$ cat config.mk
export PLATFORM = sky130hd
export DESIGN_NAME = main_nco_control
export DESIGN_NICKNAME = d
export VERILOG_FILES = /design/src/nco_ctrl_pkg.sv /design/src/tw_mem_if.sv /design/src/main_nco_control.sv /design/src/tw_byte_store.sv
export VERILOG_INCLUDE_DIRS = /design/src
export SDC_FILE = /design/constraint.sdc
export NUM_CORES = 1
export LEC_CHECK = 0
export ABC_AREA = 1
export BUFFER_PORTS_ARGS = -buffer_cell sky130_fd_sc_hd__buf_2
export CORE_ASPECT_RATIO = 1.75
export CORE_UTILIZATION = 40
export CTS_CLUSTER_DIAMETER = 80
export DETAILED_ROUTE_END_ITERATION = 12
export PLACE_DENSITY_LB_ADDON = 0.1
export SYNTH_ARGS = -nofsm -noshare
export SYNTH_HDL_FRONTEND = slang
export SYNTH_HIERARCHICAL = 1
export SYNTH_SLANG_ARGS = --single-unit
$ cat constraint.sdc
create_clock -name clock_i -period 2.3 [get_ports clock_i]
set_input_delay 0 -clock clock_i [delete_from_list [all_inputs] [get_ports clock_i]]
set_output_delay 0 -clock clock_i [all_outputs]
set_load 0.05 [all_outputs]
$ cat src/nco_ctrl_consts.svh
// Offsets, field positions, reset values and sizes of the main oscillator
// control registers. Included by the design, checker and bench files.
`ifndef NCO_CTRL_CONSTS_SVH
`define NCO_CTRL_CONSTS_SVH

`define ADDR_W 12
`define NPATH 2
`define FTW_BYTES 6
`define TW_ENTRIES 12
`define TW_IDX_W 4

`define PAGE_ADDR 12'h008
`define CFG_ADDR 12'h112
`define UPD_ADDR 12'h113
`define FTW0_ADDR 12'h114
`define FTW5_ADDR 12'h119

`define PAGE_RST 2'h3
`define CFG_RST 8'h01
`define CFG_WMASK 8'h3f
`define CFG_MODE_LSB 4
`define CFG_MOD_EN 3
`define CFG_MODULUS_EN 2
`define CFG_SIDEBAND 1
`define CFG_FOLLOW 0

`define UPD_MODE_LSB 4
`define UPD_SYSREF 2
`define UPD_ACK 1
`define UPD_REQ 0
`define MODE_RST 3'h0
`define MODE_NONE 3'h0
`define MODE_UNUSED 3'h7
`define LAST_BYTE 3'h5

`endif

$ cat src/nco_ctrl_pkg.sv
// Types shared by the main oscillator control files.
// Assumes the constants header is available on the include path.
package nco_ctrl_pkg;
  typedef logic [7:0] byte_t;
  typedef enum logic [1:0] {
    LD_IDLE,
    LD_ISSUE,
    LD_CAPTURE,
    LD_FINISH
  } load_state_t;
endpackage

$ cat src/tw_mem_if.sv
// Port group between the control logic and the tuning-word byte store.
// Assumes both ends run on the same clock.
`timescale 1ns/1ns
interface tw_mem_if;
  logic [1:0] we;
  logic [2:0] wbyte;
  logic [7:0] wdata;
  logic [3:0] raddr;
  logic [7:0] rdata;
  modport ctrl (output we, output wbyte, output wdata, output raddr,
                input rdata);
  modport store (input we, input wbyte, input wdata, input raddr,
                 output rdata);
endinterface

$ cat src/main_nco_control.sv
// Main datapath oscillator control registers, paged per converter path,
// with the tuning-word load sequencer. Assumes the register port comes
// from logic on clock_i, so it is not synchronised.
// Functional notes
// - Modulator enable bit 3 turns main modulation on; resets to 0.
// - Fractional modulus extension used only while bit 2 is 1; reset 0.
// - Sideband bit 1: 0 upper sideband, 1 lower, spectrally inverted.
// - Follow-main 0: channel oscillators load on their own requests.
// - Follow-main 1, the reset value: channel loads follow main loads.
// - Each control field exists per path; page bits choose the copy.
// - Auto-request field 000, reset value, raises no load on byte writes.
// - Field 001..110 raises load after byte value-minus-one is written.
// - Writing 0-to-1 on load request bit loads; writing 0 clears ack.
// - Load acknowledge reads 1 once the tuning word has been loaded.
// - 48-bit tuning word in bytes 0x114..0x119, least significant first.
`timescale 1ns/1ns
`include "nco_ctrl_consts.svh"
module main_nco_control (
  input wire logic clock_i,                   // System clock, 20 MHz
  input wire logic arst_n_i,                  // Async reset, active low
  input wire logic [11:0] reg_addr_i,         // Register address
  input wire logic reg_wr_i,                  // Write strobe
  input wire logic [7:0] reg_wdata_i,         // Write data
  input wire logic reg_rd_i,                  // Read strobe
  input wire logic [1:0] chan_update_req_i,   // Channel update requests
  output logic [7:0] reg_rdata_o,             // Read data
  output logic reg_rvalid_o,                  // Read data valid pulse
  output logic [1:0] modulator_enable_o,      // Modulation on, per path
  output logic [1:0] fractional_modulus_enable_o, // Modulus on
  output logic [1:0] sideband_select_o,       // 1 = lower sideband
  output logic [1:0] channel_osc_follow_main_o, // Channel follow main
  output logic [3:0] datapath_mode_o,         // Switch mode, 2 bits/path
  output logic [1:0] sysref_load_arm_o,       // Sysref load arm bit
  output logic [95:0] tuning_word_o,          // Active words, 48 bits/path
  output logic [1:0] main_load_o,             // Main load pulse per path
  output logic [1:0] chan_osc_load_o          // Channel load pulse
);
  tw_mem_if mem ();

  tw_byte_store u_store (
    .clock_i(clock_i),
    .arst_n_i(arst_n_i),
    .mem(mem)
  );

  logic [1:0] page_q, page_d;
  logic [7:0] cfg_w [`NPATH];
  logic [7:0] upd_w [`NPATH];
  logic [1:0] pend_w;
  logic wr_page, wr_cfg, wr_upd, wr_ftw, rd_ftw, rd_path;
  logic [11:0] ftw_off;
  logic [2:0] ftw_byte;
  logic [1:0] taken, done;
  nco_ctrl_pkg::load_state_t state_q, state_d;
  logic [2:0] idx_q, idx_d;
  logic path_q, path_d;
  logic [47:0] shadow_q, shadow_d;
  logic rd1_q, rd1_d, rpath1_q, rpath1_d;
  logic [11:0] addr1_q, addr1_d;
  logic [7:0] rdata_q, rdata_d;
  logic rvalid_q, rvalid_d;

  // Address decode of the register port
  always_comb begin
    ftw_off = reg_addr_i - `FTW0_ADDR;
    ftw_byte = ftw_off[2:0];
    wr_page = reg_wr_i && (reg_addr_i == `PAGE_ADDR);
    wr_cfg = reg_wr_i && (reg_addr_i == `CFG_ADDR);
    wr_upd = reg_wr_i && (reg_addr_i == `UPD_ADDR);
    rd_ftw = (reg_addr_i >= `FTW0_ADDR) && (reg_addr_i <= `FTW5_ADDR);
    wr_ftw = reg_wr_i && rd_ftw;
    rd_path = !page_q[0] && page_q[1];
  end

  // Page select register
  always_comb begin
    page_d = page_q;
    if (wr_page) begin
      page_d = reg_wdata_i[1:0];
    end
  end
  always_ff @(posedge clock_i or negedge arst_n_i) begin
    if (!arst_n_i) begin
      page_q <= `PAGE_RST;
    end else begin
      page_q <= page_d;
    end
  end

  assign mem.we = {2{wr_ftw}} & page_q;
  assign mem.wbyte = ftw_byte;
  assign mem.wdata = reg_wdata_i;

  // Per-path control copies
  for (genvar p = 0; p < `NPATH; p++) begin : g_path
    logic [7:0] cfg_q, cfg_d;
    logic [2:0] mode_q, mode_d;
    logic arm_q, arm_d, req_q, req_d, ack_q, ack_d, pend_q, pend_d;
    logic [47:0] word_q, word_d;
    logic load_q, load_d, chan_q, chan_d, sel, trig;
    always_comb begin
      cfg_d = cfg_q;
      mode_d = mode_q;
      arm_d = arm_q;
      req_d = req_q;
      ack_d = ack_q;
      pend_d = pend_q;
      word_d = word_q;
      sel = page_q[p];
      trig = 1'b0;
      if (wr_cfg && sel) begin
        cfg_d = reg_wdata_i & `CFG_WMASK;
      end
      if (wr_upd && sel) begin
        mode_d = reg_wdata_i[`UPD_MODE_LSB +: 3];
        arm_d = reg_wdata_i[`UPD_SYSREF];
        req_d = reg_wdata_i[`UPD_REQ];
        if (reg_wdata_i[`UPD_REQ] && !req_q) begin
          trig = 1'b1;
        end
        if (!reg_wdata_i[`UPD_REQ]) begin
          ack_d = 1'b0;
        end
      end
      if (wr_ftw && sel && (mode_q != `MODE_NONE) &&
          (mode_q != `MODE_UNUSED) && (ftw_byte == mode_q - 3'h1)) begin
        trig = 1'b1;
      end
      if (trig) begin
        ack_d = 1'b0;
      end
      if (taken[p]) begin
        pend_d = 1'b0;
      end
      if (trig) begin
        pend_d = 1'b1;
      end
      if (done[p]) begin
        ack_d = 1'b1;
        word_d = shadow_q;
      end
      load_d = done[p];
      chan_d = cfg_q[`CFG_FOLLOW] ? load_q : chan_update_req_i[p];
    end
    always_ff @(posedge clock_i or negedge arst_n_i) begin
      if (!arst_n_i) begin
        cfg_q <= `CFG_RST;
        mode_q <= `MODE_RST;
        arm_q <= 1'b0;
        req_q <= 1'b0;
        ack_q <= 1'b0;
        pend_q <= 1'b0;
        word_q <= 48'h0;
        load_q <= 1'b0;
        chan_q <= 1'b0;
      end else begin
        cfg_q <= cfg_d;
        mode_q <= mode_d;
        arm_q <= arm_d;
        req_q <= req_d;
        ack_q <= ack_d;
        pend_q <= pend_d;
        word_q <= word_d;
        load_q <= load_d;
        chan_q <= chan_d;
      end
    end
    assign cfg_w[p] = cfg_q;
    assign upd_w[p] = {1'b0, mode_q, 1'b0, arm_q, ack_q, req_q};
    assign pend_w[p] = pend_q;
    assign modulator_enable_o[p] = cfg_q[`CFG_MOD_EN];
    assign fractional_modulus_enable_o[p] = cfg_q[`CFG_MODULUS_EN];
    assign sideband_select_o[p] = cfg_q[`CFG_SIDEBAND];
    assign channel_osc_follow_main_o[p] = cfg_q[`CFG_FOLLOW];
    assign datapath_mode_o[2*p +: 2] = cfg_q[`CFG_MODE_LSB +: 2];
    assign sysref_load_arm_o[p] = arm_q;
    assign tuning_word_o[48*p +: 48] = word_q;
    assign main_load_o[p] = load_q;
    assign chan_osc_load_o[p] = chan_q;
  end

  // Store read address: bus reads first, sequencer otherwise
  always_comb begin
    if (reg_rd_i) begin
      mem.raddr = rd_path ? (4'(ftw_byte) + 4'h6) : {1'b0, ftw_byte};
    end else begin
      mem.raddr = path_q ? (4'(idx_q) + 4'h6) : {1'b0, idx_q};
    end
  end

  // Load sequencer: gathers six bytes, then swaps in the new word
  always_comb begin
    state_d = state_q;
    idx_d = idx_q;
    path_d = path_q;
    shadow_d = shadow_q;
    taken = 2'b00;
    done = 2'b00;
    case (state_q)
      nco_ctrl_pkg::LD_IDLE: begin
        if (|pend_w) begin
          path_d = !pend_w[0];
          taken = pend_w[0] ? 2'b01 : 2'b10;
          idx_d = 3'h0;
          state_d = nco_ctrl_pkg::LD_ISSUE;
        end
      end
      nco_ctrl_pkg::LD_ISSUE: begin
        if (!reg_rd_i) begin
          state_d = nco_ctrl_pkg::LD_CAPTURE;
        end
      end
      nco_ctrl_pkg::LD_CAPTURE: begin
        shadow_d[{idx_q, 3'b000} +: 8] = mem.rdata;
        if (idx_q == `LAST_BYTE) begin
          state_d = nco_ctrl_pkg::LD_FINISH;
        end else begin
          idx_d = idx_q + 3'h1;
          state_d = nco_ctrl_pkg::LD_ISSUE;
        end
      end
      nco_ctrl_pkg::LD_FINISH: begin
        done = path_q ? 2'b10 : 2'b01;
        state_d = nco_ctrl_pkg::LD_IDLE;
      end
      default: begin
        state_d = nco_ctrl_pkg::LD_IDLE;
      end
    endcase
  end
  always_ff @(posedge clock_i or negedge arst_n_i) begin
    if (!arst_n_i) begin
      state_q <= nco_ctrl_pkg::LD_IDLE;
      idx_q <= 3'h0;
      path_q <= 1'b0;
      shadow_q <= 48'h0;
    end else begin
      state_q <= state_d;
      idx_q <= idx_d;
      path_q <= path_d;
      shadow_q <= shadow_d;
    end
  end

  // Two-stage read: address capture, then data select
  always_comb begin
    rd1_d = reg_rd_i;
    addr1_d = reg_addr_i;
    rpath1_d = rd_path;
    rvalid_d = rd1_q;
    rdata_d = rdata_q;
    if (rd1_q) begin
      if (addr1_q == `PAGE_ADDR) begin
        rdata_d = {6'h00, page_q};
      end else if (addr1_q == `CFG_ADDR) begin
        rdata_d = cfg_w[rpath1_q];
      end else if (addr1_q == `UPD_ADDR) begin
        rdata_d = upd_w[rpath1_q];
      end else if ((addr1_q >= `FTW0_ADDR) && (addr1_q <= `FTW5_ADDR)) begin
        rdata_d = mem.rdata;
      end else begin
        rdata_d = 8'h00;
      end
    end
  end
  always_ff @(posedge clock_i or negedge arst_n_i) begin
    if (!arst_n_i) begin
      rd1_q <= 1'b0;
      addr1_q <= 12'h000;
      rpath1_q <= 1'b0;
      rdata_q <= 8'h00;
      rvalid_q <= 1'b0;
    end else begin
      rd1_q <= rd1_d;
      addr1_q <= addr1_d;
      rpath1_q <= rpath1_d;
      rdata_q <= rdata_d;
      rvalid_q <= rvalid_d;
    end
  end
  assign reg_rdata_o = rdata_q;
  assign reg_rvalid_o = rvalid_q;
endmodule

$ cat src/tw_byte_store.sv
// Tuning-word byte store: six bytes per converter path, read data from a
// register. Assumes a single clock and the async low reset of its user.
`timescale 1ns/1ns
`include "nco_ctrl_consts.svh"
module tw_byte_store (
  input wire logic clock_i,  // System clock
  input wire logic arst_n_i, // Async reset, active low
  tw_mem_if.store mem        // Write and read port
);
  logic [7:0] ent_w [`TW_ENTRIES];
  logic [7:0] rdata_q, rdata_d;

  // One byte per entry, written on every selected path at once
  for (genvar i = 0; i < `TW_ENTRIES; i++) begin : g_ent
    localparam int P = i / `FTW_BYTES;
    localparam logic [2:0] B = 3'(i % `FTW_BYTES);
    logic [7:0] q, d;
    always_comb begin
      d = q;
      if (mem.we[P] && (mem.wbyte == B)) begin
        d = mem.wdata;
      end
    end
    always_ff @(posedge clock_i or negedge arst_n_i) begin
      if (!arst_n_i) begin
        q <= 8'h00;
      end else begin
        q <= d;
      end
    end
    assign ent_w[i] = q;
  end

  // Registered read port
  always_comb begin
    rdata_d = 8'h00;
    if (mem.raddr < 4'(`TW_ENTRIES)) begin
      rdata_d = ent_w[mem.raddr];
    end
  end
  always_ff @(posedge clock_i or negedge arst_n_i) begin
    if (!arst_n_i) begin
      rdata_q <= 8'h00;
    end else begin
      rdata_q <= rdata_d;
    end
  end
  assign mem.rdata = rdata_q;
endmodule

=== Word-level counts from Yosys, hierarchy flattened ===
Cells that the tools add are included.

* Register bits: 309
* Bits of input ports: 26
* Output and inout bits: 123
* Logic and storage cells: 185

* $add $sub $neg: 7
* $lt $le $gt $ge: 7
* Equality and inequality tests: 24
* Shift operators: 2
* Mux-type cells: 49
* Bitwise gates (word level): 3
* Reduce and logical (&&, ||, !) cells: 52

{| class="wikitable"
|+ Operator list
! operator !! count
|-
| $mux 8 || 11
|-
| $bwmux 48 || 1
|-
| $eq 12x9->1 const B || 4
|-
| $shift 8x8->48 const A || 1
|-
| $shiftx 8x8->48 || 1
|-
| $logic_and 1x1->1 || 33
|-
| $bmux 8 s4 || 1
|-
| $eq 12x4->1 const B || 2
|-
| $ge 12x9->1 const B || 2
|-
| $le 12x9->1 const B || 2
|-
| $mux 1 || 19
|-
| $mux 2 || 8
|-
| $mux 4 || 3
|-
| $reduce_bool 3->1 || 4
|-
| $eq 3x3->1 const B || 3
|-
| $add 3x3->4 const B || 2
|-
| $neg 6->8 || 1
|-
| $pmux 2 s4 || 1
|-
| $reduce_and 2->1 || 4
|-
| $mux 7 || 1
|-
| $eq 3x2->1 const B || 2
|-
| $eq 3x3->1 || 2
|-
| $mux 3 || 2
|-
| $mux 6 || 1
|-
| other kinds (22) || 33
|}

=== Longest topological paths before layout ===
* Depth after elaboration: 10
* Gate-level depth with buffers: 13
* Gate-level depth less buffers: 11

=== Hierarchy ===
The synthesis kept the hierarchy.

{| class="wikitable"
|+ By module, submodules not included
! module !! instances !! cells each !! area an instance (um^2) !! seq. area each (um^2)
|-
| main_nco_control || 1 || 939 || 8,782.2 || 5,134.9
|-
| tw_byte_store || 1 || 556 || 4,817.1 || 2,602.5
|}

=== Worst setup path before layout ===
Ideal clock, no wire load.

* Path kind: reg-to-reg
* Start point: reg idx_q[0]
* End point: reg shadow_q[38]
* Library setup time: 0.120 ns
* Arrival time: 2.217 ns
* Required time: 2.180 ns
* Path slack: -0.037 ns
* Stages on the path, launching flop included: 12
* Buffers on the path: 3
* Clock period less this slack: 2.337 ns
* Cell sequence: dfrtp_1 buf_4 inv_1 clkbuf_1 ha_1 ha_1 inv_2 nor2_2 nand4_4 buf_6 nand2_1 o21ai_2

* Word-level cells in the longest chain between the ends: 3
* Elaborated cells on any way between the ends: 4
* Those cells by class: add/sub (1); shift (2); mux (1)

{| class="wikitable"
|+ Ends and longest elaborated chain
! element !! RTL line !! source
|-
| start, declared || main_nco_control.sv:55 || <nowiki>logic [2:0] idx_q, idx_d;</nowiki>
|-
| start signal, assigned || main_nco_control.sv:239 || <nowiki>idx_q <= idx_d;</nowiki>
|-
| $neg 6->8 * || main_nco_control.sv:214 || <nowiki>shadow_d[{idx_q, 3'b000} +: 8] = mem.rdata;</nowiki>
|-
| $shiftx 8x8->48 / $shift 8x8->48 (equally long branches) || main_nco_control.sv:214 ||
|-
| $bwmux 48 * || main_nco_control.sv:214 ||
|-
| end signal, assigned || main_nco_control.sv:241 || <nowiki>shadow_q <= shadow_d;</nowiki>
|-
| end, declared || main_nco_control.sv:57 || <nowiki>logic [47:0] shadow_q, shadow_d;</nowiki>
|}

Every way passes the cells marked *; elsewhere a longest branch is shown, timed or not.
A chain may end at the register's enable or synchronous reset.

=== Worst setup path after layout ===
* Start point: reg page_q[1]
* End point: reg u_store.rdata_q[5], in the netlist u_store/mem.rdata[5]

* Word-level cells in the longest chain between the ends: 8
* Elaborated cells on any way between the ends: 9
* Those cells by class: order compare (1); mux (6); bitwise (1); reduce/logical (1)

{| class="wikitable"
|+ Ends and longest elaborated chain
! element !! RTL line !! source
|-
| start, declared || main_nco_control.sv:46 || <nowiki>logic [1:0] page_q, page_d;</nowiki>
|-
| start signal, assigned || main_nco_control.sv:84 || <nowiki>page_q <= `PAGE_RST;</nowiki>
|-
| start signal, assigned || main_nco_control.sv:86 || <nowiki>page_q <= page_d;</nowiki>
|-
| $logic_and 1x1->1 * || main_nco_control.sv:72 || <nowiki>rd_path = !page_q[0] && page_q[1];</nowiki>
|-
| net rd_path || main_nco_control.sv:50 || <nowiki>logic wr_page, wr_cfg, wr_upd, wr_ftw, rd_ftw, rd_path;</nowiki>
|-
| $mux 4 * || main_nco_control.sv:185 || <nowiki>mem.raddr = rd_path ? (4'(ftw_byte) + 4'h6) : {1'b0, ftw_byte};</nowiki>
|-
| $mux 4 * || main_nco_control.sv:184 || <nowiki>if (reg_rd_i) begin</nowiki>
|-
| net mem.raddr[3] || tw_mem_if.sv:8 || <nowiki>logic [3:0] raddr;</nowiki>
|-
| $not 4->5 (not written as such) || tw_byte_store.sv:38 || <nowiki>rdata_d = ent_w[mem.raddr];</nowiki>
|-
| $bmux 8 s4 || tw_byte_store.sv:38 ||
|-
| $mux 8 (not written as such) (2 in a row) || tw_byte_store.sv:38 ||
|-
| $mux 8 * || tw_byte_store.sv:37 || <nowiki>if (mem.raddr < 4'(`TW_ENTRIES)) begin</nowiki>
|-
| net u_store.rdata_d[5] || tw_byte_store.sv:11 || <nowiki>logic [7:0] rdata_q, rdata_d;</nowiki>
|-
| end signal, assigned || tw_byte_store.sv:45 || <nowiki>rdata_q <= rdata_d;</nowiki>
|-
| end, declared || tw_byte_store.sv:11 ||
|}

The timed path passes the listed nets; every way through them passes the cells marked *. The select of a mux whose other input is x is not followed.

==> run summary <==
The run finished with clean final reports. The width of the die is 141 um. Setup repair after global routing left no endpoint under its margin. The CTS clock-pin slew for the worst setup and hold paths is 0.07 ns.

The area of the multi-input gates came out at 4890 um2. The total nets after synthesis is 1,535. In the final design database the tool counted 1,707 nets. The initial utilization of the core area, before any placement, comes to 0.404. The growth of design area from synthesis to finish is 18.9%. For the worst-skew pair, the clock arrives at the later sink with an insertion delay of between 0.5 and 0.6 ns.

The sum of overflow across all layers after global routing came out at 0. The overall track demand over capacity in global routing is 0.222. In the finished design, the share of the clock period the worst path needs comes to 0.938. The post-synthesis sequential element count is 309.

The count of boundary I/O pins came out at 149. The area share of the leading cell type in the synthesized netlist is 0.561. The area after detailed placement is approximately 15,000 um2. The first global-routing pass estimated slightly below 60,000 um of wire.

The cell count after synthesis is 1,495. In the synthesized netlist the dominant register cell turns out to be dfrtp_1. The worst vdd rail ir drop is about 0.62 mV.

The area enclosed by the die boundary is 34,800 um2. The DRC violation count after routing is 0. The half-perimeter wire length of the detailed placement result came out at 26,800 um. The final weighted congestion of routability-driven global placement came out at ~0.85. The number of unique standard cell types used by synthesis came out at 45. Traced cell by cell, the critical path runs through inv_1, nor2_2, inv_1, o32ai_1, buf_4, inv_1, nand3_1, nand2_1, nand2_1, nand2_1.

For this run, the register share of the synthesized area comes to 0.569. The data arrival time of the critical path came out at ~2.6 ns. The final setup violation count came out at 0. The maximum clock insertion buffer count came out at 3. The number of clock buffers added by TritonCTS is 30. The first routing iteration left 477 violations. The ratio of total power to cell area is 872 nW/um2. The static leakage is 7.79 nW. In the final layout, the share of cells above drive strength 1 is 0.200. The dominant cell by count in the synthesized netlist is nand2_1. The largest net degree at the start of global routing is slightly below 100.

The total core area came out at between 30,000 and 40,000 um2. The share of total power dissipated in sequential elements is 0.424. TritonCTS built the clock tree. The share of synthesized flip-flops with an asynchronous set or reset is 1.00. The number of enable flip-flop cells after synthesis is 0. Based on the critical path, the design can be clocked at up to 463 MHz.

The final standard cell utilization of the core is 0.481. The register-to-register setup slack is about 0.14 ns. The cell internal power dissipation came out at 0.00972 W.

For this block, the via count after detailed routing is between 10,000 and 15,000. The time the worst path needs with I/O delays and setup is 2.16 ns. The part of the power in combinational logic is 0.192. In this design, the stage delay of the slowest critical-path cell is 0.58 ns. The count of buffers inserted at the top-level ports is around 150.

The vertical die dimension came out at approximately 250 um. The final routed wirelength across all metal layers came out at 37,400 um. The number of nets still failing antenna checks after routing is 0. The min-delay analysis places its worst path in the category primary input to asynchronous set/reset pin.

The portion of total power attributed to the clock network came out at 0.384. In this run the tightest slew margin relative to its limit is 0.506. The detailed-routing iteration count for the pre-antenna-repair pass is 5. The max-cap violation count came out at 0. The setup total negative slack is 0 ns. CTS placed an instance of clkbuf_16 at the clock tree root. The initial antenna violation count was 0.

The largest total area in the synthesized netlist belongs to dfrtp_1. The highest-delay cell along the critical path is dfstp_2. By count the netlist is led by 446 x nand2_1, 305 x dfrtp_1, 210 x o21ai_0. Registers take 7740 um2. The maximum net fanout on the critical path came out at 10.

The average wire per standard cell came out at 17.4 um. The design area came out at between 15,000 and 20,000 um2. The number of placement rows is 89.

In the routed layout, each cell is associated on average with a via count of 4.88. The switching power as a share of total power came out at 0.311. The max-slew violation total from the final report is 0. In the post-synthesis netlist, the biggest area contributors are dfrtp_1 56%, nand2_1 12%, o21ai_0 7.7%.

The cell area after technology mapping is 13,600 um2. The transition at the pin with the smallest max-transition slack came out at 0.741 ns. The H-tree level count is 1. The kind of end point of the critical path is a flip-flop. The number of global-route vias before repair is 10,600. The critical path startpoint category is a flip-flop.

The number of clock sinks is 309. The count of yosys warnings during synthesis is 6. The clock arrives with 0.0141 ns of skew. The repair_antennas step left the layout with diodes totalling 0.

The number of fill cells is 3,355. The critical path is of the flip-flop to flip-flop type. The post-CTS setup buffer count came out at 0. The synthesized area per cell is about 9 um2. The count of endpoints failing hold in the final timing report is 0. The required time of the critical path came out at ~2.7 ns. Summed over all nets, the switching power comes to 0.00438 W.
-- metrics by stage --
stage	std cells	total power (W)	worst slack (ns)	hold slack (ns)
3_3_place_gp	2065	0.00878	0.0942	0.0406
3_5_place_dp	2065	0.00878	0.0526	0.0419
2_1_floorplan	1495	0.00776	-0.00940	-0.296
6_report	2146	0.0141	0.142	0.0232
5_1_grt	2146	0.0147	0.00475	0.0690
4_1_cts	2146	0.0143	0.0341	0.0291
-- logic make-up after synthesis --
family                   Yosys count  synth area share
AND/OR/NAND/NOR                  648             0.208
adder cells (fa/ha/maj)           14            0.0129
multiplexers                       7           0.00552
XOR/XNOR                           8           0.00515
flip-flops                       309             0.569
AO/OA/AOI/OAI                    306             0.126
buffers and inverters            203            0.0727
-- path summary, 6_finish.rpt --
path / start / to / cells past startpoint
max in group asynchronous: arst_n_i / g_path[1].word_q[36] / 3
worst max register to register: page_q[1] / u_store/mem.rdata[5] / 10
worst min register to register: g_path[0].word_q[41] / g_path[0].word_q[41] / 2
worst min-delay path: arst_n_i / g_path[0].word_q[13] / 2
worst max-delay path: page_q[1] / u_store/mem.rdata[5] / 10
min in group clock_i: reg_addr_i[5] / addr1_q[5] / 2
-- worst max-delay path: cells and delay by family, from the launching register on --
family	cells	cell delay [ns]
flops	1	0.58
compound gates	1	0.25
buf+inv	4	0.65
simple gates	5	0.53
-- power groups by stage --
stage,clock (W),sequential (W),combinational (W)
3_3_place_gp,0,0.00608,0.00269
4_1_cts,0.00555,0.00598,0.00275
3_5_place_dp,0,0.00608,0.00270
2_1_floorplan,0,0.00643,0.00134
6_report,0.00541,0.00598,0.00271
5_1_grt,0.00574,0.00601,0.00299
-- layer usage --
layer,routed length (um),up-vias,track usage
li1,-,5199,-
met1,14400,5030,0.242
met2,20800,188,0.434
met3,1030,52,0.0240
met4,1160,0,0.0806
met5,0,-,0
-- layout by cell type (no fill, tap or decap), types with 7 or more instances in the layout --
cell           instances
a21oi_1               16
ha_1                  14
o21ai_0              209
nor2_1                41
nand2_1              446
nand4_1               12
nand3_1              100
buf_2                147
o21ai_2               42
clkbuf_16             31
inv_2                  8
buf_4                 39
o21ai_1               27
dfrtp_1              305
dlygate4sd3_1         25
inv_1                116
nand3_2               12
clkinv_2               7
nor3_1                10
-- timing repair --
| item | in CTS | in global routing |
|---|---|---|
| endpoints found under the hold margin | 342 | 0 |
| setup endpoints to repair | 0 | 8 |
| hold buffers | 25 | 0 |
| gates resized for setup | 0 | 1 |
-- layout make-up --
class / instances / share of cell area
Sequential cell: 309 / 0.479
Inverter: 125 / 0.0290
Tap cell: 455 / 0.0352
Clock buffer: 41 / 0.0528
Multi-Input combinational cell: 983 / 0.303
Clock inverter: 15 / 0.0142
Timing Repair Buffer: 218 / 0.0875
-- flip-flops by register name, summed over array words and instances (netlist names), 2 cells and up --
name,flops
state_q,2
g_path.cfg_q,12
u_store/g_ent.q,96
g_path.req_q,2
addr1_q,12
u_store/mem.rdata,8
reg_rdata_o,8
g_path.arm_q,2
g_path.ack_q,2
g_path.pend_q,2
g_path.chan_q,2
shadow_q,48
page_q,2
g_path.mode_q,6
g_path.load_q,2
g_path.word_q,96
idx_q,3
Note: power is estimated with default switching activity, not from simulation.
